--- src/sce_consts.vh ---
`ifndef SCE_CONSTS_VH
`define SCE_CONSTS_VH
// =====================================================================
// Register map.
`define SCE_ADDR_W 8
`define SCE_OFF_CTRL1 8'h42
`define SCE_OFF_CTRL2 8'h43
`define SCE_OFF_STAT 8'h44
`define SCE_OFF_DATA 8'h47
`define SCE_OFF_BAUD 8'h41
`define SCE_CTRL2_RST 8'h00
`define SCE_CTRL1_RST 8'h00
`define SCE_BAUD_RST 8'h04
// =====================================================================
// Control register 2 fields.
`define SCE_B_TXE_IE 7
`define SCE_B_TXD_IE 6
`define SCE_B_RXF_IE 5
`define SCE_B_IDLE_IE 4
`define SCE_B_TX_ON 3
`define SCE_B_RX_ON 2
`define SCE_B_STBY 1
`define SCE_B_BRK 0
// =====================================================================
// Control register 1 fields.
`define SCE_B_LOOP 7
`define SCE_B_DIR 6
`define SCE_B_SRC 5
`define SCE_B_NINE 4
`define SCE_B_WAKE 3
`define SCE_B_LBRK 2
// =====================================================================
// Timing: oversampling per bit, break lengths in bit times.
`define SCE_OVS 16
`define SCE_BRK_SHORT 4'd10
`define SCE_BRK_SHORT9 4'd11
`define SCE_BRK_LONG 4'd13
`define SCE_BRK_LONG9 4'd14
`endif

--- src/sce_sync.v ---
`timescale 1ns/1ps
// =====================================================================
// Two flip-flop synchroniser for a pin input.
module sce_sync (
  input wire mclk_i,
  input wire rst_i,
  input wire d_i,
  output reg q_o
);
  reg meta_r;
  // The first stage feeds only the second.
  always @(posedge mclk_i) begin
    if (rst_i) begin
      meta_r <= 1'b1;
      q_o <= 1'b1;
    end else begin
      meta_r <= d_i;
      q_o <= meta_r;
    end
  end
endmodule // sce_sync

--- src/sce_baud.v ---
`timescale 1ns/1ps
`include "sce_consts.vh"
// =====================================================================
// Baud tick generator: one pulse every divisor cycles, 16 per bit.
module sce_baud (
  input wire mclk_i,
  input wire rst_i,
  input wire [12:0] div_i,
  output reg tick_o
);
  reg [12:0] cnt_r;
  // A zero divisor stops the generator.
  always @(posedge mclk_i) begin
    if (rst_i) begin
      cnt_r <= 13'h0000;
      tick_o <= 1'b0;
    end else if (div_i == 13'h0000) begin
      cnt_r <= 13'h0000;
      tick_o <= 1'b0;
    end else if (cnt_r >= div_i - 13'h0001) begin
      cnt_r <= 13'h0000;
      tick_o <= 1'b1;
    end else begin
      cnt_r <= cnt_r + 13'h0001;
      tick_o <= 1'b0;
    end
  end
endmodule // sce_baud

--- src/sce_ctrl.v ---
// Strobed register access was chosen for this implementation.
`timescale 1ns/1ps
`include "sce_consts.vh"
module sce_ctrl (
  input wire mclk_i,
  input wire rst_i,
  input wire [7:0] addr_i,
  input wire [7:0] wdata_i,
  input wire wr_i,
  input wire rd_i,
  output reg [7:0] rdata_o,
  input wire rxd_pin_i,
  input wire txd_pin_i,
  output reg txd_o,
  output reg txd_oe_o,
  output reg rxd_own_o,
  output reg irq_o
);
  localparam ST_IDLE = 2'd0;
  localparam ST_SHIFT = 2'd1;
  localparam ST_BREAK = 2'd2;
  localparam ST_PRE = 2'd3;
  localparam RS_IDLE = 2'd0;
  localparam RS_DATA = 2'd1;
  localparam RS_STOP = 2'd2;

  reg [7:0] ctrl2_r;
  reg [7:0] ctrl1_r;
  reg [12:0] baud_r;
  reg [8:0] txbuf_r;
  reg tx_buffer_empty_flag_r;
  reg tc_r;
  reg rx_buffer_full_flag_r;
  reg idle_r;
  reg [8:0] rxbuf_r;
  reg [1:0] tst_r;
  reg [10:0] tsh_r;
  reg [3:0] tbits_r;
  reg [3:0] tovs_r;
  reg idle_q_r;
  reg brk_q_r;
  reg tx_on_d_r;
  reg tx_line_r;
  reg [1:0] rst_st_r;
  reg [3:0] rovs_r;
  reg [3:0] rbits_r;
  reg [8:0] rsh_r;
  reg [3:0] idle_cnt_r;
  reg idle_armed_r;
  reg stat_seen_r;
  wire tick;
  wire rxd_s;
  wire txd_s;
  wire loop_w;
  wire single_w;
  wire nine_w;
  wire rx_in;
  wire rx_active;
  wire tx_busy;
  wire bit_end;
  wire rbit_mid;
  wire rbit_end;

  sce_baud u_baud (
    .mclk_i(mclk_i),
    .rst_i(rst_i),
    .div_i(baud_r),
    .tick_o(tick)
  );
  sce_sync u_sync_rx (
    .mclk_i(mclk_i),
    .rst_i(rst_i),
    .d_i(rxd_pin_i),
    .q_o(rxd_s)
  );
  sce_sync u_sync_tx (
    .mclk_i(mclk_i),
    .rst_i(rst_i),
    .d_i(txd_pin_i),
    .q_o(txd_s)
  );

  // Frame length in bits, start and stop included.
  function [3:0] frame_bits;
    input nine;
    begin
      frame_bits = nine ? 4'd11 : 4'd10;
    end
  endfunction

  // Break length follows character format and long-break select.
  function [3:0] brk_bits;
    input nine;
    input lng;
    begin
      if (lng) begin
        brk_bits = nine ? `SCE_BRK_LONG9 : `SCE_BRK_LONG;
      end else begin
        brk_bits = nine ? `SCE_BRK_SHORT9 : `SCE_BRK_SHORT;
      end
    end
  endfunction

  assign loop_w = ctrl1_r[`SCE_B_LOOP];
  assign single_w = loop_w & ctrl1_r[`SCE_B_SRC];
  assign nine_w = ctrl1_r[`SCE_B_NINE];
  assign tx_busy = (tst_r != ST_IDLE);
  assign bit_end = tick & (tovs_r == 4'hf);
  // Receiver input: pin, internal loop or single-wire line.
  assign rx_in = !loop_w ? rxd_s : (single_w ? (ctrl1_r[`SCE_B_DIR] ? tx_line_r : txd_s) : tx_line_r);
  assign rx_active = ctrl2_r[`SCE_B_RX_ON];
  assign rbit_mid = tick & (rovs_r == 4'h7);
  assign rbit_end = tick & (rovs_r == 4'hf);

  // =====================================================================
  // Register writes, status-read tracking and hardware clearing of standby.
  always @(posedge mclk_i) begin
    if (rst_i) begin
      ctrl2_r <= `SCE_CTRL2_RST;
      ctrl1_r <= `SCE_CTRL1_RST;
      baud_r <= {5'h00, `SCE_BAUD_RST};
      txbuf_r <= 9'h000;
      stat_seen_r <= 1'b0;
    end else begin
      if (rd_i && addr_i == `SCE_OFF_STAT) begin
        stat_seen_r <= 1'b1;
      end else if (rd_i || wr_i) begin
        stat_seen_r <= 1'b0;
      end
      if (wr_i) begin
        case (addr_i)
          `SCE_OFF_CTRL2: ctrl2_r <= wdata_i;
          `SCE_OFF_CTRL1: ctrl1_r <= wdata_i;
          `SCE_OFF_BAUD: baud_r <= {5'h00, wdata_i};
          `SCE_OFF_DATA: txbuf_r <= {ctrl1_r[0], wdata_i};
          default: ;
        endcase
      end else if (ctrl2_r[`SCE_B_STBY] && rst_st_r == RS_STOP && rbit_mid) begin
        // Hardware wake-up clears standby; address mark or idle line.
        if (ctrl1_r[`SCE_B_WAKE] ? (nine_w ? rsh_r[8] : rsh_r[7]) : 1'b0) begin
          ctrl2_r[`SCE_B_STBY] <= 1'b0;
        end
      end else if (ctrl2_r[`SCE_B_STBY] && !ctrl1_r[`SCE_B_WAKE] && rx_in && idle_cnt_r == frame_bits(nine_w)) begin
        ctrl2_r[`SCE_B_STBY] <= 1'b0;
      end
    end
  end

  // =====================================================================
  // Transmitter: data, queued idle and queued break share one bit counter; only data uses the shifter.
  always @(posedge mclk_i) begin
    if (rst_i) begin
      tst_r <= ST_IDLE;
      tsh_r <= 11'h7ff;
      tbits_r <= 4'h0;
      tovs_r <= 4'h0;
      tx_buffer_empty_flag_r <= 1'b1;
      tc_r <= 1'b1;
      idle_q_r <= 1'b0;
      brk_q_r <= 1'b0;
      tx_on_d_r <= 1'b0;
      tx_line_r <= 1'b1;
    end else begin
      tx_on_d_r <= ctrl2_r[`SCE_B_TX_ON];
      if (wr_i && addr_i == `SCE_OFF_DATA && stat_seen_r) begin
        tx_buffer_empty_flag_r <= 1'b0;
        tc_r <= 1'b0;
      end
      // Off-then-on while busy queues one idle character.
      if (ctrl2_r[`SCE_B_TX_ON] && !tx_on_d_r && tx_busy) begin
        idle_q_r <= 1'b1;
      end
      // Falling edge of the break bit queues a break.
      if (wr_i && addr_i == `SCE_OFF_CTRL2 && ctrl2_r[`SCE_B_BRK] && !wdata_i[`SCE_B_BRK]) begin
        brk_q_r <= 1'b1;
      end
      if (tick) begin
        tovs_r <= tovs_r + 4'h1;
      end
      case (tst_r)
        ST_IDLE: begin
          tovs_r <= 4'h0;
          tx_line_r <= 1'b1;
          if (brk_q_r || (ctrl2_r[`SCE_B_BRK] && ctrl2_r[`SCE_B_TX_ON])) begin
            tst_r <= ST_BREAK;
            brk_q_r <= 1'b0;
            tbits_r <= brk_bits(nine_w, ctrl1_r[`SCE_B_LBRK]);
            tc_r <= 1'b0;
          end else if (idle_q_r) begin
            tst_r <= ST_PRE;
            idle_q_r <= 1'b0;
            tbits_r <= frame_bits(nine_w);
          end else if (ctrl2_r[`SCE_B_TX_ON] && !tx_buffer_empty_flag_r) begin
            tst_r <= ST_SHIFT;
            tx_buffer_empty_flag_r <= 1'b1;
            tbits_r <= frame_bits(nine_w);
            tsh_r <= nine_w ? {1'b1, txbuf_r, 1'b0} : {2'b11, txbuf_r[7:0], 1'b0};
          end else if (tx_buffer_empty_flag_r) begin
            tc_r <= 1'b1;
          end
        end
        ST_SHIFT: begin
          tx_line_r <= tsh_r[0];
          if (bit_end) begin
            tsh_r <= {1'b1, tsh_r[10:1]};
            tbits_r <= tbits_r - 4'h1;
            if (tbits_r == 4'h1) begin
              tst_r <= ST_IDLE;
            end
          end
        end
        default: begin
          // Break sends zeros, queued idle sends ones.
          tx_line_r <= (tst_r == ST_PRE);
          if (bit_end) begin
            tbits_r <= tbits_r - 4'h1;
            if (tbits_r == 4'h1) begin
              tst_r <= ST_IDLE;
            end
          end
        end
      endcase
    end
  end

  // =====================================================================
  // Receiver with standby and idle-line detection.
  always @(posedge mclk_i) begin
    if (rst_i) begin
      rst_st_r <= RS_IDLE;
      rovs_r <= 4'h0;
      rbits_r <= 4'h0;
      rsh_r <= 9'h000;
      rxbuf_r <= 9'h000;
      rx_buffer_full_flag_r <= 1'b0;
      idle_r <= 1'b0;
      idle_cnt_r <= 4'h0;
      idle_armed_r <= 1'b0;
    end else begin
      if (rd_i && addr_i == `SCE_OFF_DATA && stat_seen_r) begin
        rx_buffer_full_flag_r <= 1'b0;
        idle_r <= 1'b0;
      end
      if (!rx_active) begin
        rst_st_r <= RS_IDLE;
        rovs_r <= 4'h0;
      end else begin
        if (tick) begin
          rovs_r <= rovs_r + 4'h1;
        end
        // Idle counter runs in whole bit times of high line.
        if (rbit_end) begin
          if (!rx_in || rst_st_r != RS_IDLE) begin
            idle_cnt_r <= 4'h0;
          end else if (idle_cnt_r != 4'hf) begin
            idle_cnt_r <= idle_cnt_r + 4'h1;
          end
        end
        if (idle_armed_r && idle_cnt_r == frame_bits(nine_w) && !ctrl2_r[`SCE_B_STBY]) begin
          idle_r <= 1'b1;
          idle_armed_r <= 1'b0;
        end
        case (rst_st_r)
          RS_IDLE: begin
            if (!rx_in) begin
              rst_st_r <= RS_DATA;
              rovs_r <= 4'h0;
              rbits_r <= nine_w ? 4'd9 : 4'd8;
            end
          end
          RS_DATA: begin
            // The first mid-bit sample falls in the start bit and is skipped.
            if (rbit_mid && rbits_r != (nine_w ? 4'd9 : 4'd8)) begin
              rsh_r <= nine_w ? {rx_in, rsh_r[8:1]} : {1'b0, rx_in, rsh_r[7:1]};
            end
            if (rbit_end) begin
              rbits_r <= rbits_r - 4'h1;
              if (rbits_r == 4'h0) begin
                rst_st_r <= RS_STOP;
              end
            end
          end
          RS_STOP: begin
            if (rbit_mid) begin
              rst_st_r <= RS_IDLE;
              // Standby suppresses delivery to the buffer.
              if (!ctrl2_r[`SCE_B_STBY]) begin
                rxbuf_r <= rsh_r;
                rx_buffer_full_flag_r <= 1'b1;
                idle_armed_r <= 1'b1;
              end
            end
          end
          default: rst_st_r <= RS_IDLE;
        endcase
      end
    end
  end

  // =====================================================================
  // Outputs: pin ownership, line level, interrupt and read data.
  always @(posedge mclk_i) begin
    if (rst_i) begin
      txd_o <= 1'b1;
      txd_oe_o <= 1'b0;
      rxd_own_o <= 1'b0;
      irq_o <= 1'b0;
      rdata_o <= 8'h00;
    end else begin
      txd_o <= tx_line_r;
      if (single_w) begin
        txd_oe_o <= ctrl1_r[`SCE_B_DIR] & (ctrl2_r[`SCE_B_TX_ON] | tx_busy);
      end else begin
        txd_oe_o <= ctrl2_r[`SCE_B_TX_ON] | tx_busy | idle_q_r | brk_q_r;
      end
      rxd_own_o <= rx_active & !loop_w;
      irq_o <= (ctrl2_r[`SCE_B_TXE_IE] & tx_buffer_empty_flag_r) |
               (ctrl2_r[`SCE_B_TXD_IE] & tc_r) |
               (ctrl2_r[`SCE_B_RXF_IE] & rx_buffer_full_flag_r) |
               (ctrl2_r[`SCE_B_IDLE_IE] & idle_r);
      rdata_o <= 8'h00;
      if (rd_i) begin
        case (addr_i)
          `SCE_OFF_CTRL2: rdata_o <= ctrl2_r;
          `SCE_OFF_CTRL1: rdata_o <= ctrl1_r;
          `SCE_OFF_BAUD: rdata_o <= baud_r[7:0];
          `SCE_OFF_STAT: rdata_o <= {tx_buffer_empty_flag_r, tc_r, rx_buffer_full_flag_r, idle_r, 4'h0};
          `SCE_OFF_DATA: rdata_o <= rxbuf_r[7:0];
          default: rdata_o <= 8'h00;
        endcase
      end
    end
  end
endmodule // sce_ctrl

--- config.mk ---
export PLATFORM = sky130hd
export DESIGN_NAME = sce_ctrl
export DESIGN_NICKNAME = d
export VERILOG_FILES = /design/src/sce_sync.v /design/src/sce_baud.v /design/src/sce_ctrl.v
export VERILOG_INCLUDE_DIRS = /design/src /design/src/src
export SDC_FILE = /design/constraint.sdc
export NUM_CORES = 1
export LEC_CHECK = 0
export ABC_AREA = 1
export BUFFER_PORTS_ARGS = -buffer_cell sky130_fd_sc_hd__buf_2
export CORE_MARGIN = 5
export CORE_UTILIZATION = 50
export DETAILED_ROUTE_END_ITERATION = 10
export PLACE_DENSITY = 0.75
export SETUP_SLACK_MARGIN = 0.4
export SLEW_MARGIN = 10
export SYNTH_ARGS = -nofsm -noshare
export SYNTH_HDL_FRONTEND = slang
export SYNTH_SLANG_ARGS = --single-unit
--- constraint.sdc ---
create_clock -name mclk_i -period 2.5 [get_ports mclk_i]
set_input_delay 0 -clock mclk_i [delete_from_list [all_inputs] [get_ports mclk_i]]
set_output_delay 0 -clock mclk_i [all_outputs]
set_load 0.03 [all_outputs]
# After elaboration in Yosys (flattened, before gate mapping)
# Cells that the tools add are included.
# totals
output_inout_bits	12
register_bits	125
in_bits	22
# classes
magnitude_cmp	1
bitwise_logic	19
reduce_logical	61
addsub	7
n_mux	81
eq_ne	27
# op_table
op	count
4-bit 2-to-1 mux	12
1-bit 2-to-1 mux	45
11-bit 2-to-1 mux	4
8-bit by 7-bit equality test with 1-bit output, second input constant	5
8-bit one-hot mux with 5 select lines	1
2-bit 2-to-1 mux	12
11-bit one-hot mux with 2 select lines	1
1-bit logical AND	20
2-bit inequality test, second input constant	8
2-bit nonzero test	8
13-bit by 1-bit adder with 13-bit output, second input constant	1
13-bit greater-or-equal comparator	1
13-bit logical NOT	1
4-bit by 1-bit adder with 4-bit output, second input constant	3
3-bit AND reduction	4
4-bit AND reduction	3
1-bit bitwise AND	10
10-bit 2-to-1 mux	1
2-bit AND reduction	5
9-bit 2-to-1 mux	1
8-bit by 1-bit subtractor with 9-bit output, second input constant	1
4-bit equality test, second input constant	2
4-bit inequality test, second input constant	2
4-bit one-hot mux with 2 select lines	1
other kinds (22)	44

# Depth between registers and ports, before layout
# logic_depth
depth_word	9
mapped_depth	13

# By module
# From an unflattened synthesis, not the netlist that was laid out.
# hier_totals
cells_unflattened	827
area_unflattened_um2	6163.4
# by_module_without_submodules
module	seq_area_each_um2	area_per_inst_um2	cells_per_inst	instances
sce_ctrl	2122.0	4779.6	637	1
sce_baud	280.3	1266.2	176	1
sce_sync	40.0	58.8	7	2

# Least setup slack after synthesis
# No wires, ideal clock.
# synth_path
path_type	reg2reg
startpoint	reg baud_r[2]
endpoint	reg u_baud.cnt_r[10]
path_stages_with_launch	14
t_required_ns	2.384
path_buffers	1
arrival_ns	2.094
slack_ns	0.290
path_cell_list	dfxtp_1 -> inv_1 -> nand2_1 -> nor3_1 -> nand3_1 -> ha_1 -> nand2_1 -> inv_1 -> nand3_1 -> nor3_1 -> o21ai_0 -> nand4_1 -> buf_2 -> nor2_1
# synth_between
elab_chain_len	3
# synth_rtl
item	line_no	rtl
from (decl)	sce_ctrl.v:29	reg [12:0] baud_r;
from (signal assigned)	sce_ctrl.v:121	baud_r <= {5'h00, `SCE_BAUD_RST};
from (signal assigned)	sce_ctrl.v:134	`SCE_OFF_BAUD: baud_r <= {5'h00, wdata_i};
8-bit by 1-bit subtractor with 9-bit output	sce_baud.v:20	end else if (cnt_r >= div_i - 13'h0001) begin
13-bit greater-or-equal comparator	sce_baud.v:20	
3-bit OR reduction (no source line) (*)	--	
to (signal assigned)	sce_baud.v:24	cnt_r <= cnt_r + 13'h0001;
to (decl)	sce_baud.v:11	reg [12:0] cnt_r;
# Every way passes the cells marked *; elsewhere a longest branch is shown, timed or not.
# A chain may end at the register's enable or synchronous reset.

# Worst setup path in the final report
# layout_path
startpoint	reg baud_r[2]
endpoint	reg u_baud.cnt_r[2]
# The elaborated chain is that of the path after synthesis.

==> metrics.json <==
{
  "floorplan": {
    "floorplan.initialDensity": 0.5092,
    "core_sq_mm": 0.01137,
    "rows": 39,
    "io_pins": 34,
    "floorplan.die.height_microns": 117.6,
    "die_area_sq_mm": 0.01383,
    "die_width_microns": 117.6
  },
  "critical_path": {
    "timing.rr.start": "baud_r[2]",
    "path_class": "reg2reg",
    "worstPathArrival_ns": 2.66,
    "critPathMaxFanout": 7,
    "reg2reg_slack_ns": 0.14,
    "cp_data_required_time_ns": 2.80,
    "worstSetupStartpoint": "baud_r[2]",
    "critical_path.endpoint_type": "register",
    "critPathLaunchType": "register"
  },
  "drt": {
    "via_per_inst": 5.371,
    "first_iter_violations": 514,
    "vias": 5296,
    "antenna_violating_nets_post_route": 0,
    "drc": 0,
    "wirelength_microns": 14670,
    "detail_route.wl_per_cell_microns": 14.87,
    "drtPass1Iterations": 6
  },
  "finish": {
    "mostFrequentLayoutCells": "121 x sky130_fd_sc_hd__dfxtp_1, 104 x sky130_fd_sc_hd__nand2_1, 95 x sky130_fd_sc_hd__inv_1",
    "regArea_sq_mm": 0.002486,
    "layout-drive-gt1-share": 0.1435,
    "area_delta_synth_final_pct": 20.75,
    "antenna_cells": 0,
    "layout.cells.most_common": "sky130_fd_sc_hd__dfxtp_1",
    "multiInputGateArea_sq_mm": 0.002955,
    "design.final.nets": 877,
    "layout_fillers": 980
  },
  "logic_synthesis": {
    "syn-cell-area_sq_mm": 0.005789,
    "synth_top_flop_cell": "sky130_fd_sc_hd__dfxtp_1",
    "synth.lib_cells_used.distinct": 38,
    "yosysTopAreaCell": "sky130_fd_sc_hd__dfxtp_1",
    "synth.top_cell.area_share": 0.4288,
    "synth.net_count": 818,
    "synth_seq_area_share": 0.4288,
    "postSynthAreaPerCell_sq_um": 7.499,
    "syn-instance-count": 772,
    "synthTopCellsByArea": "sky130_fd_sc_hd__dfxtp_1 43%, sky130_fd_sc_hd__a21oi_1 7.0%, sky130_fd_sc_hd__nand2_1 6.9%, sky130_fd_sc_hd__inv_1 6.4%, sky130_fd_sc_hd__o21ai_0 6.3%",
    "ys.warnings.count": 0,
    "synth_edf_count": 0,
    "synth-seq-cells": 124,
    "async_flop_share": 0
  },
  "sta": {
    "worstMarginPinSlew_ns": 0.7439,
    "postLayoutSetupSlackWorst_ns": 0.1383,
    "timing.setup.tns_ns": 0,
    "max_clock_skew_ns": 0.005406,
    "final-max-slew-violation-count": 0,
    "timing.final.crit_share": 0.9447,
    "maxClockFrequency_mhz": 423.4,
    "post-route-min-period_ns": 2.362,
    "unrepaired_setup_endpoints_after_global_routing": "true",
    "finalSetupViolations": 0,
    "fin_worst_hold_slack_ns": 0.08126,
    "relSlewSlack": 0.5024,
    "finalHoldViolations": 0
  },
  "clock_network": {
    "cts_num_sinks": 124,
    "clock_tree.htree_level_count": 4,
    "cts.clk_slew.worst_paths_ns": 0.05,
    "tritoncts": "yes",
    "clock_tree.buffer_depth": 2,
    "clkLatencyLatePin_ns": 0.41,
    "clock-root-buffer": "sky130_fd_sc_hd__clkbuf_16",
    "cts_inserted_buffers": 17
  },
  "grt": {
    "first_global_vias": 4857,
    "antenna_found_initial": 0,
    "globalRoute.totalOverflow": 0,
    "grtUsageTotal": 0.2039,
    "largest_net_degree_at_the_start_of_global_routing": 36,
    "busiest_layer": "met2",
    "grt.met1_usage": 0.2709,
    "grt_util_met3": 0.05094,
    "global_route.usage.met2": 0.3207,
    "global_route_wire_length_before_repair_microns": 23320
  },
  "hold_path": {
    "min-delay-path-class": "in2reg",
    "worst_hold_startpoint": "rst_i"
  },
  "power": {
    "power_leakage_nw": 2.889,
    "ir_worst_vdd_v": 0.0007410,
    "power_dens_cells_mw_per_mm2": 675.9
  },
  "placed_design": {
    "placement.io_buffers": 33,
    "gpl.final_weighted_congestion": 0.9152,
    "pre_cts_ws_ns": 0.1764,
    "hpwlAfterDp_microns": 9861
  },
  "run": {
    "cap_viol_max_count": 0
  },
  "status": {
    "status": "complete, no violations"
  }
}
-- sequential cells by signal, indices dropped and copies added, names as in the netlist, 2 cells and up --
name and count:
baud_r 8, ctrl1_r 8, ctrl2_r 8, idle_cnt_r 4, rbits_r 4, rdata_o 8, rovs_r 4, rsh_r 9
rst_st_r 2, rxbuf_r 8, tbits_r 4, tovs_r 4, tsh_r 10, tst_r 2, txbuf_r 9, u_baud.cnt_r 13
-- cells by family after synthesis --
logic type | count (synthesis) | share of synthesized area
flops | 124 | 0.4288
buf+inv | 120 | 0.08407
xor+xnor | 21 | 0.03177
fa+ha+maj | 24 | 0.05187
simple gates | 302 | 0.2373
compound gates | 181 | 0.1662
-- synth_stat cells, types with 5 or more instances --
cell and n:
sky130_fd_sc_hd__a21oi_1 81, sky130_fd_sc_hd__buf_2 5, sky130_fd_sc_hd__xnor2_1 8, sky130_fd_sc_hd__nand4_1 16, sky130_fd_sc_hd__nor3_1 16, sky130_fd_sc_hd__o22ai_1 6, sky130_fd_sc_hd__xor2_1 13, sky130_fd_sc_hd__inv_1 98
sky130_fd_sc_hd__nand3_1 58, sky130_fd_sc_hd__or2_2 7, sky130_fd_sc_hd__ha_1 24, sky130_fd_sc_hd__clkbuf_1 11, sky130_fd_sc_hd__o211ai_1 10, sky130_fd_sc_hd__nand2_1 106, sky130_fd_sc_hd__o21ai_0 73, sky130_fd_sc_hd__nor2_1 82
sky130_fd_sc_hd__dfxtp_1 124
-- timing repair --
| item | CTS | global route |
|---|---|---|
| hold endpoints to repair | 38 | 0 |
| gates resized for setup | 5 | 34 |
| cloned | 0 | 1 |
| hold buffers | 15 | 0 |
| endpoints found under the setup margin | 14 | 14 |
| pin swaps | 1 | 11 |
| buffers inserted | 0 | 3 |
-- through the flow --
step | utilization | area (sq um) | total power, W | std cells
finish | 0.6148 | 6990 | 0.004725 | 986
global route | 0.6148 | 6990 | 0.004882 | 986
CTS | 0.6013 | 6837 | 0.004711 | 982
detailed placement | 0.5357 | 6091 | 0.002306 | 936
global placement | 0.5357 | 6091 | 0.002305 | 936
floorplan | - | 5794 | 0.002223 | 772
-- report_power, final --
part / switching (W) / internal, W / leakage (nW)
clock network: 0.000827 / 0.00155 / 0.292
registers: 0.0000303 / 0.00200 / 1.00
logic: 0.000191 / 0.000119 / 1.60
total: 0.00105 / 0.00368 / 2.89
-- critical path, stage by stage, from the launching register on --
cell	delay [ns]
sky130_fd_sc_hd__dfxtp_2	0.32
sky130_fd_sc_hd__inv_2	0.08
sky130_fd_sc_hd__nand2_4	0.07
sky130_fd_sc_hd__nor3_4	0.25
sky130_fd_sc_hd__nand3_2	0.16
sky130_fd_sc_hd__buf_4	0.16
sky130_fd_sc_hd__nand2_1	0.07
sky130_fd_sc_hd__inv_1	0.07
sky130_fd_sc_hd__ha_4	0.26
sky130_fd_sc_hd__nand2_1	0.06
sky130_fd_sc_hd__nor3_2	0.17
sky130_fd_sc_hd__o21ai_1	0.11
sky130_fd_sc_hd__nand4_1	0.20
sky130_fd_sc_hd__buf_6	0.21
sky130_fd_sc_hd__nor2_2	0.04
-- cell type report --
class,count,share of cell area
Timing Repair Buffer,61,0.06014
Inverter,99,0.05316
Clock inverter,8,0.01289
Tap cell,143,0.02560
Multi-Input combinational cell,528,0.4228
Sequential cell,124,0.3556
Clock buffer,23,0.06980
-- layer usage --
layer	up-vias	wire length [microns]
met2	170	6923
li1	2693	-
met5	-	0
met4	0	350
met1	2401	6531
met3	32	859
-- path summary, 6_finish.rpt --
path | endpoint | cells past startpoint
max | u_baud.cnt_r[2] | 14
min reg2reg | u_sync_tx.q_o | 1
min | tx_on_d_r | 3
max reg2reg | u_baud.cnt_r[2] | 14
Power figures use the tool's default switching activity.
